File: config.mk
export PLATFORM = sky130hd
export DESIGN_NAME = umc_top
export DESIGN_NICKNAME = d
export VERILOG_FILES = /design/src/umc_pkg.sv /design/src/umc_par.sv /design/src/umc_sync.sv /design/src/umc_top.sv
export SDC_FILE = /design/constraint.sdc
export NUM_CORES = 1
export LEC_CHECK = 0
export ABC_AREA = 1
export BUFFER_PORTS_ARGS = -buffer_cell sky130_fd_sc_hd__buf_2
export CORE_ASPECT_RATIO = 1.1
export CORE_UTILIZATION = 62
export DETAILED_ROUTE_END_ITERATION = 6
export GPL_TIMING_DRIVEN = 0
export PLACE_DENSITY = 0.82
export SYNTH_ARGS = -nofsm -noshare
export SYNTH_HDL_FRONTEND = slang
export SYNTH_SLANG_ARGS = --single-unit
File: constraint.sdc
create_clock -name clk -period 3.9 [get_ports clk]
set_input_delay 0.585 -clock clk [delete_from_list [all_inputs] [get_ports clk]]
set_output_delay 0.585 -clock clk [all_outputs]
set_load 0.1 [all_outputs]
File: src/umc_pkg.sv
// constants for the serial channel mode configuration block
package umc_pkg;
    // ==========================================
    // register map (byte addresses)
    localparam logic [3:0] ADDR_MODE = 4'h0;
    localparam logic [3:0] ADDR_CMD = 4'h4;
    localparam logic [3:0] ADDR_STATUS = 4'h8;
    localparam logic [3:0] ADDR_TXDATA = 4'hC;
    // ==========================================
    // command codes written to ADDR_CMD
    localparam logic [2:0] CMD_NONE = 3'h0;
    localparam logic [2:0] CMD_PTR_RESET = 3'h1;
    localparam logic [2:0] CMD_TX_ENABLE = 3'h2;
    localparam logic [2:0] CMD_TX_DISABLE = 3'h3;
    localparam logic [2:0] CMD_RTS_SET = 3'h4;
    localparam logic [2:0] CMD_RTS_CLEAR = 3'h5;
    // ==========================================
    // first mode register fields
    localparam int RX_RTS_BIT = 7;
    localparam int PAR_MODE_HI = 4;
    localparam int PAR_MODE_LO = 3;
    localparam int PAR_TYPE_BIT = 2;
    localparam int CHAR_LEN_HI = 1;
    localparam int CHAR_LEN_LO = 0;
    // second mode register fields
    localparam int CHAN_MODE_HI = 7;
    localparam int CHAN_MODE_LO = 6;
    localparam int TX_RTS_BIT = 5;
    localparam int TX_CTS_BIT = 4;
    // status bits
    localparam int ST_PTR_BIT = 0;
    localparam int ST_TX_EN_BIT = 1;
    localparam int ST_TX_BUSY_BIT = 2;
    localparam int ST_TX_FULL_BIT = 3;
    localparam int ST_RTS_BIT = 4;
    localparam int ST_CTS_BIT = 5;
    // ==========================================
    // reset values
    localparam logic [7:0] MODE1_RST = 8'h00;
    localparam logic [7:0] MODE2_RST = 8'h00;
    // ==========================================
    // encodings
    localparam logic [1:0] PAR_WITH = 2'h0;
    localparam logic [1:0] PAR_FORCE = 2'h1;
    localparam logic [1:0] PAR_NONE = 2'h2;
    localparam logic [1:0] PAR_MULTI = 2'h3;
    localparam logic [1:0] CHMODE_NORMAL = 2'h0;
    localparam logic [1:0] CHMODE_ECHO = 2'h1;
    localparam logic [1:0] CHMODE_LOCAL = 2'h2;
    localparam logic [1:0] CHMODE_REMOTE = 2'h3;
    localparam logic [3:0] DATA_BITS_BASE = 4'h5;
    // ==========================================
    // timing
    localparam int CLK_HZ = 10000000;
    localparam int BAUD_DEFAULT = 9600;
    localparam int BIT_CYCLES = CLK_HZ / BAUD_DEFAULT;
    localparam int BUS_WAIT_CYCLES = 1;
endpackage : umc_pkg

File: src/umc_par.sv
// parity bit generator for the configured character
`timescale 1ns/1ns
`default_nettype none
module umc_par (
    // character and configuration
    input wire logic [7:0] data,
    input wire logic [1:0] char_len,
    input wire logic [1:0] parity_mode_field,
    input wire logic parity_type_select,
    // result
    output logic par_bit,
    output logic par_en
);
    logic [7:0] mask;
    logic xsum;

    always_comb begin
        unique case (char_len)
            2'h0: mask = 8'h1F;
            2'h1: mask = 8'h3F;
            2'h2: mask = 8'h7F;
            2'h3: mask = 8'hFF;
        endcase
        xsum = ^(data & mask);
        par_en = 1'b1;
        unique case (parity_mode_field)
            umc_pkg::PAR_WITH: par_bit = xsum ^ parity_type_select;
            umc_pkg::PAR_FORCE: par_bit = parity_type_select;
            umc_pkg::PAR_NONE: begin
                par_bit = 1'b0;
                par_en = 1'b0;
            end
            umc_pkg::PAR_MULTI: par_bit = parity_type_select;
        endcase
    end
endmodule : umc_par
`default_nettype wire

File: src/umc_sync.sv
// three-stage synchroniser with agreement filter
`timescale 1ns/1ns
`default_nettype none
module umc_sync (
    // clock and reset
    input wire logic clk,
    input wire logic reset,
    // pin in, filtered level out
    input wire logic din,
    output logic dout
);
    logic s1_r;
    logic s2_r;
    logic s3_r;

    always_ff @(posedge clk) begin
        if (reset) begin
            s1_r <= 1'b0;
            s2_r <= 1'b0;
            s3_r <= 1'b0;
        end else begin
            s1_r <= din;
            s2_r <= s1_r;
            s3_r <= s2_r;
        end
    end

    // change counts once stages two and three agree
    always_ff @(posedge clk) begin
        if (reset) begin
            dout <= 1'b0;
        end else if (s2_r == s3_r) begin
            dout <= s3_r;
        end
    end
endmodule : umc_sync
`default_nettype wire

File: src/umc_top.sv
// mode configuration and transmit path of one serial channel
//
// Our own choices: the Avalon-MM interface to the registers and the address map.
`timescale 1ns/1ns
`default_nettype none
module umc_top #(
    parameter int BIT_CYCLES = umc_pkg::BIT_CYCLES
) (
    // clock and reset
    input wire logic clk,
    input wire logic reset,
    // avalon-mm slave
    input wire logic [3:0] avs_address,
    input wire logic avs_read,
    input wire logic avs_write,
    input wire logic [7:0] avs_writedata,
    output logic [7:0] avs_readdata,
    output logic avs_waitrequest,
    // serial pins
    input wire logic rxd,
    input wire logic cts_n,
    output logic txd,
    output logic rts_n,
    // configuration seen by the channel
    output logic [1:0] channel_mode_field,
    output logic rx_rts_active
);
    // ==========================================
    // types and declarations
    typedef enum logic [4:0] {
        TX_IDLE = 5'b00001,
        TX_START = 5'b00010,
        TX_DATA = 5'b00100,
        TX_PAR = 5'b01000,
        TX_STOP = 5'b10000
    } umc_tx_state_t;

    localparam int CW = $clog2(BIT_CYCLES + 1);

    logic [7:0] mode_config_first_r;
    logic [7:0] mode_config_second_r;
    logic ptr_second_r;
    logic access_r;
    logic tx_en_r;
    logic hold_full_r;
    logic [7:0] hold_r;
    logic [7:0] shift_r;
    logic [2:0] bit_idx_r;
    logic [CW-1:0] bit_cnt_r;
    logic [CW-1:0] rts_cnt_r;
    logic rts_wait_r;
    logic output_port_bits_r;
    logic cts_sync;
    logic rxd_sync;
    logic par_bit;
    logic par_en;
    logic line_tx;
    logic take_req;
    logic bit_end;
    logic char_done;
    logic tx_rts_auto_release;
    logic tx_cts_gating_enable;
    logic [1:0] char_len;
    logic [2:0] last_idx;
    umc_tx_state_t tx_state_r;
    umc_tx_state_t tx_state_nxt;

    // ==========================================
    // pin synchronisers
    umc_sync u_cts (
        .clk(clk),
        .reset(reset),
        .din(~cts_n),
        .dout(cts_sync)
    );

    umc_sync u_rxd (
        .clk(clk),
        .reset(reset),
        .din(rxd),
        .dout(rxd_sync)
    );

    // ==========================================
    // configuration decode
    assign char_len = mode_config_first_r[umc_pkg::CHAR_LEN_HI:umc_pkg::CHAR_LEN_LO];
    assign last_idx = 3'(umc_pkg::DATA_BITS_BASE + {2'h0, char_len} - 4'h1);
    // conflicting rts set-up cancels both
    assign tx_rts_auto_release = mode_config_second_r[umc_pkg::TX_RTS_BIT]
        & ~mode_config_first_r[umc_pkg::RX_RTS_BIT];
    assign tx_cts_gating_enable = mode_config_second_r[umc_pkg::TX_CTS_BIT];

    always_ff @(posedge clk) begin
        if (reset) begin
            channel_mode_field <= umc_pkg::CHMODE_NORMAL;
            rx_rts_active <= 1'b0;
        end else begin
            channel_mode_field <= mode_config_second_r[umc_pkg::CHAN_MODE_HI:umc_pkg::CHAN_MODE_LO];
            rx_rts_active <= mode_config_first_r[umc_pkg::RX_RTS_BIT]
                & ~mode_config_second_r[umc_pkg::TX_RTS_BIT];
        end
    end

    // ==========================================
    // bus slave: one wait cycle, answer on second edge
    assign take_req = (avs_read | avs_write) & ~access_r;

    always_ff @(posedge clk) begin
        if (reset) begin
            access_r <= 1'b0;
        end else begin
            access_r <= take_req;
        end
    end

    always_ff @(posedge clk) begin
        if (reset) begin
            avs_waitrequest <= 1'b1;
        end else begin
            avs_waitrequest <= ~take_req;
        end
    end

    // ==========================================
    // mode registers and pointer
    always_ff @(posedge clk) begin
        if (reset) begin
            mode_config_first_r <= umc_pkg::MODE1_RST;
            mode_config_second_r <= umc_pkg::MODE2_RST;
        end else if (access_r && avs_write && avs_address == umc_pkg::ADDR_MODE) begin
            if (ptr_second_r) begin
                mode_config_second_r <= avs_writedata;
            end else begin
                mode_config_first_r <= avs_writedata;
            end
        end
    end

    always_ff @(posedge clk) begin
        if (reset) begin
            ptr_second_r <= 1'b0;
        end else if (access_r && avs_write && avs_address == umc_pkg::ADDR_CMD
                     && avs_writedata[2:0] == umc_pkg::CMD_PTR_RESET) begin
            ptr_second_r <= 1'b0;
        end else if (access_r && avs_address == umc_pkg::ADDR_MODE && !ptr_second_r) begin
            ptr_second_r <= 1'b1;
        end
    end

    // ==========================================
    // read data
    always_ff @(posedge clk) begin
        if (reset) begin
            avs_readdata <= 8'h00;
        end else if (take_req && avs_read) begin
            unique case (avs_address)
                umc_pkg::ADDR_MODE: begin
                    avs_readdata <= ptr_second_r ? mode_config_second_r
                        : mode_config_first_r;
                end
                umc_pkg::ADDR_STATUS: begin
                    avs_readdata <= 8'h00;
                    avs_readdata[umc_pkg::ST_PTR_BIT] <= ptr_second_r;
                    avs_readdata[umc_pkg::ST_TX_EN_BIT] <= tx_en_r;
                    avs_readdata[umc_pkg::ST_TX_BUSY_BIT] <= tx_state_r != TX_IDLE;
                    avs_readdata[umc_pkg::ST_TX_FULL_BIT] <= hold_full_r;
                    avs_readdata[umc_pkg::ST_RTS_BIT] <= output_port_bits_r;
                    avs_readdata[umc_pkg::ST_CTS_BIT] <= cts_sync;
                end
                default: avs_readdata <= 8'h00;
            endcase
        end
    end

    // ==========================================
    // commands and holding register
    always_ff @(posedge clk) begin
        if (reset) begin
            tx_en_r <= 1'b0;
        end else if (access_r && avs_write && avs_address == umc_pkg::ADDR_CMD) begin
            if (avs_writedata[2:0] == umc_pkg::CMD_TX_ENABLE) begin
                tx_en_r <= 1'b1;
            end else if (avs_writedata[2:0] == umc_pkg::CMD_TX_DISABLE) begin
                tx_en_r <= 1'b0;
            end
        end
    end

    always_ff @(posedge clk) begin
        if (reset) begin
            hold_full_r <= 1'b0;
            hold_r <= 8'h00;
        end else if (access_r && avs_write && avs_address == umc_pkg::ADDR_TXDATA
                     && tx_en_r && !hold_full_r) begin
            hold_full_r <= 1'b1;
            hold_r <= avs_writedata;
        end else if (tx_state_r == TX_IDLE && tx_state_nxt == TX_START) begin
            hold_full_r <= 1'b0;
        end
    end

    // ==========================================
    // transmitter
    umc_par u_par (
        .data(shift_r),
        .char_len(char_len),
        .parity_mode_field(mode_config_first_r[umc_pkg::PAR_MODE_HI:umc_pkg::PAR_MODE_LO]),
        .parity_type_select(mode_config_first_r[umc_pkg::PAR_TYPE_BIT]),
        .par_bit(par_bit),
        .par_en(par_en)
    );

    assign bit_end = bit_cnt_r == CW'(BIT_CYCLES - 1);
    assign char_done = tx_state_r == TX_STOP && bit_end;

    always_comb begin
        tx_state_nxt = tx_state_r;
        unique case (tx_state_r)
            TX_IDLE: begin
                // cts checked before each character
                if (hold_full_r && (!tx_cts_gating_enable || cts_sync)) begin
                    tx_state_nxt = TX_START;
                end
            end
            TX_START: if (bit_end) tx_state_nxt = TX_DATA;
            TX_DATA: begin
                if (bit_end && bit_idx_r == last_idx) begin
                    tx_state_nxt = par_en ? TX_PAR : TX_STOP;
                end
            end
            TX_PAR: if (bit_end) tx_state_nxt = TX_STOP;
            TX_STOP: if (bit_end) tx_state_nxt = TX_IDLE;
            default: tx_state_nxt = TX_IDLE;
        endcase
    end

    always_ff @(posedge clk) begin
        if (reset) begin
            tx_state_r <= TX_IDLE;
            bit_cnt_r <= '0;
            bit_idx_r <= 3'h0;
            shift_r <= 8'h00;
        end else begin
            tx_state_r <= tx_state_nxt;
            if (tx_state_r == TX_IDLE || bit_end) begin
                bit_cnt_r <= '0;
            end else begin
                bit_cnt_r <= bit_cnt_r + CW'(1);
            end
            if (tx_state_r == TX_IDLE && tx_state_nxt == TX_START) begin
                shift_r <= hold_r;
                bit_idx_r <= 3'h0;
            end else if (tx_state_r == TX_DATA && bit_end) begin
                bit_idx_r <= bit_idx_r + 3'h1;
            end
        end
    end

    always_comb begin
        unique case (tx_state_r)
            TX_START: line_tx = 1'b0;
            TX_DATA: line_tx = shift_r[bit_idx_r];
            TX_PAR: line_tx = par_bit;
            default: line_tx = 1'b1;
        endcase
    end

    // ==========================================
    // looping modes on the transmit pin
    always_ff @(posedge clk) begin
        if (reset) begin
            txd <= 1'b1;
        end else begin
            unique case (channel_mode_field)
                umc_pkg::CHMODE_NORMAL: txd <= line_tx;
                umc_pkg::CHMODE_ECHO: txd <= rxd_sync;
                umc_pkg::CHMODE_LOCAL: txd <= 1'b1;
                umc_pkg::CHMODE_REMOTE: txd <= rxd_sync;
            endcase
        end
    end

    // ==========================================
    // rts output port bit and automatic release
    always_ff @(posedge clk) begin
        if (reset) begin
            rts_wait_r <= 1'b0;
            rts_cnt_r <= '0;
        end else if (!tx_rts_auto_release) begin
            rts_wait_r <= 1'b0;
            rts_cnt_r <= '0;
        end else if (rts_wait_r) begin
            rts_cnt_r <= rts_cnt_r + CW'(1);
            if (rts_cnt_r == CW'(BIT_CYCLES - 1)) begin
                rts_wait_r <= 1'b0;
            end
        end else if (!tx_en_r && !hold_full_r && tx_state_r == TX_IDLE
                     && output_port_bits_r) begin
            rts_wait_r <= 1'b1;
            rts_cnt_r <= '0;
        end
    end

    always_ff @(posedge clk) begin
        if (reset) begin
            output_port_bits_r <= 1'b0;
        end else if (access_r && avs_write && avs_address == umc_pkg::ADDR_CMD
                     && avs_writedata[2:0] == umc_pkg::CMD_RTS_SET) begin
            output_port_bits_r <= 1'b1;
        end else if (access_r && avs_write && avs_address == umc_pkg::ADDR_CMD
                     && avs_writedata[2:0] == umc_pkg::CMD_RTS_CLEAR) begin
            output_port_bits_r <= 1'b0;
        end else if (rts_wait_r && tx_rts_auto_release && !tx_en_r
                     && rts_cnt_r == CW'(BIT_CYCLES - 1)) begin
            output_port_bits_r <= 1'b0;
        end
    end

    always_ff @(posedge clk) begin
        if (reset) begin
            rts_n <= 1'b1;
        end else begin
            rts_n <= ~output_port_bits_r;
        end
    end
endmodule : umc_top
`default_nettype wire
==> results.yml <==
status:
  status: "finished, final reports clean"
cts:
  cts_setup_buffers: 0
  ctsResizeCount: 0
  cts_inserted_buffers: 9
  clk_latency_ns: 0.36
  cts.sinks: 90
  cts_buffer_depth: 2
  cts_tree: "yes"
  path_clk_slew_ns: 0.10
  hold_buffers: 0
  htreeDepth: 3
  cts_root_buf: "clkbuf_8"
synth:
  yosys.area.top_type: "dfxtp_1"
  synth_cell_types: 37
  synth_edf_count: 0
  synthSimpleGateAreaFrac_pct: 26.1
  synthXorXnorAreaFrac_pct: 1.10
  synth_area_per_cell_um2: 7.25
  synthMuxAreaShare_pct: 0.250
  yosysWarnings: 0
  synth_top_family_by_area: "simple AND/OR/NAND/NOR gates"
  synth_common_cells: "nand2_1, dfxtp_1, inv_1"
  synth.top_cell.area_share_pct: 45.1
  synth-adder-area-share_pct: 1.57
  yosys_most_used_dff: "dfxtp_1"
  synth-seq-area-share_pct: 45.1
  synth.most_common_cell: "nand2_1"
  synthArstFlopShare_pct: 0
  synth_area_leaders: "dfxtp_1, nand2_1, inv_1"
  synthCells: 551
  syn_nets: 574
  synthesis.area_um2: 4000
  synth_compound_area_share_pct: 16.5
  synth-seq-cells: 90
route:
  route.met3.wl_um: 483
  vias_per_cell: 5.48
  ant_nets: 0
  wl_um: 8880
  met2_length_um: 4260
  route.detailed.drc: 0
  top_layer: "met4"
  vias: 3716
  wire_per_inst_um: 13.1
  firstDrtPassIters: 5
  drt-initial-drc-count: 231
  drt-met1-wl_um: 3960
setup_path:
  path_class: "reg2reg"
  critPathCaptureType: "flip-flop"
  crit_chain: "nor2_1 -> nand4_1 -> inv_1 -> nand2_1 -> buf_2 -> o21ai_0 -> a21oi_1"
  critPathLaunchType: "flip-flop"
  cp_num_buf_inv: 2
  slowest_stage: "dfxtp_1"
  required_ns: 4.15
  cp_slowest_stage_delay_ns: 0.37
  crit_arrival_ns: 2.13
  critical-path-top-delay-family: "simple AND/OR/NAND/NOR gates"
  cp_max_fo: 10
  reg2reg_slack_ns: 2.02
grt:
  antenna_found_initial: 0
  grt_usage_pct: 28.3
  grt-ovfl-total: 0
  grt_pass1_vias: 3459
  grt_pass1_wl_um: 15000
  grt_max_degree: 16
floorplanning:
  core.rowCount: 30
  start_util_pct: 64.5
  die_area_um2: 6770
  fp.coreArea_um2: 6190
  die_y_um: 86.2
  ioPinCount: 32
  die_w_um: 78.6
place:
  post_dp_cell_area_um2: 4250
  dp_hpwl_um: 6700
  place_inst: 662
  port_buffers: 31
  place_congestion: 0.895
sta:
  fin_crit_sh_pct: 48.2
  maxSlewHeadroom_pct: 60.0
  rsz0062_at_grt: "false"
  fmax_mhz: 532
  worst_pin_slew_ns: 0.600
  finalClockSkew_ns: 0.0125
  slew_viol_final: 0
  finalSetupViolCount: 0
  hold_viol_final: 0
  setup_tns_ns: 0
  layout_min_cycle_time_ns: 1.88
power:
  clockPowerShare_pct: 40.6
  powerDensity_nw_per_um2: 377
  vdd_drop_max_uv: 299
  pwr-share-seq_pct: 55.0
  power_switching_mw: 0.384
  p_leak_nw: 1.75
  switching_share_pct: 22.8
  comb_power_share_pct: 4.4
  p_int_mw: 1.30
  total_power_mw: 1.69
worst_hold_path:
  min_path_type: "in2reg"
flow_run:
  drv_cap: 0
cells_and_area:
  design_area_um2: 4470
  area_growth_syn_to_layout_pct: 11.8
  final_cells: 678
  diodes: 0
  final_layout_size_suffix_gt1_share_pct: 10.9
  final_util_pct: 72.2
  final_nets: 616
## power by group through the flow
stage | registers, mW | clock network (mW) | logic [mW]
6_report | 0.928 | 0.685 | 0.0736
5_1_grt | 0.929 | 0.734 | 0.0805
4_1_cts | 0.928 | 0.694 | 0.0726
3_5_place_dp | 0.950 | 0 | 0.0722
3_3_place_gp | 0.949 | 0 | 0.0715
2_1_floorplan | 0.966 | 0 | 0.0303
## worst paths after layout
kind,from,to,cells after the start
setup / recovery,tx_state_r[2],shift_r[7],7
hold / removal,cts_n,u_cts.s1_r,2
setup reg to reg,tx_state_r[2],shift_r[7],7
hold reg to reg,u_cts.s1_r,u_cts.s2_r,2
## placed cells by master (no fill, tap or decap), types with 2 or more instances in the layout
cell,n
nor2_4,2
nand2_2,3
clkinvlp_4,2
clkinv_2,2
nand3_1,27
or2_1,2
ha_1,5
nor4_1,4
nor3_2,3
a22oi_1,3
o21ai_0,38
clkbuf_1,8
buf_6,2
dfxtp_1,90
buf_2,32
nand4_1,5
nand2_1,92
a211oi_1,6
inv_1,80
nor2_1,72
o221ai_1,2
o21ai_1,14
inv_2,3
a221oi_1,2
bufinv_16,2
nand3b_1,2
o211ai_1,4
nor3b_1,2
a21oi_1,49
nor3_1,16
xor2_1,5
clkbuf_8,9
## stage by stage
stage	setup slack [ns]	hold WS (ns)
2_1_floorplan	2.06	0.388
3_3_place_gp	1.85	0.396
3_5_place_dp	1.81	0.395
4_1_cts	2.04	0.363
5_1_grt	1.89	0.385
6_report	2.02	0.375
## area by class of cell
type / count / area [um2]
Clock inverter: 7 / 93.8
Inverter: 84 / 315
Multi-Input combinational cell: 366 / 1820
Sequential cell: 90 / 1800
Fill cell: 516 / 1720
Clock buffer: 9 / 124
Tap cell: 80 / 100
Timing Repair Buffer: 31 / 155
Buffer: 11 / 57.6
## sequential cells by signal, indices dropped and copies added, names as in the netlist, 2 cells and up
name                  flops
mode_config_first_r       8
rts_cnt_r                11
avs_readdata              8
bit_idx_r                 3
shift_r                   8
hold_r                    8
tx_state_r                5
bit_cnt_r                11
mode_config_second_r      8
channel_mode_field        2
## layer usage
metal,vias up,global-route usage [%]
met1,1704,34.9
met4,0,10.1
li1,1885,-
met5,-,0
met3,16,5.89
met2,111,48.8
## cells by family (layout without fill, tap and decap cells)
kind of cell / Yosys count / after routing
AOI/OAI and AO/OA: 121 / 121
and+or+nand+nor: 234 / 234
muxes: 1 / 1
buffers and inverters: 95 / 142
xor gates and xnor gates: 5 / 5
adders and majority gates: 5 / 5
DFF: 90 / 90
(Power assumes the default switching activity.)
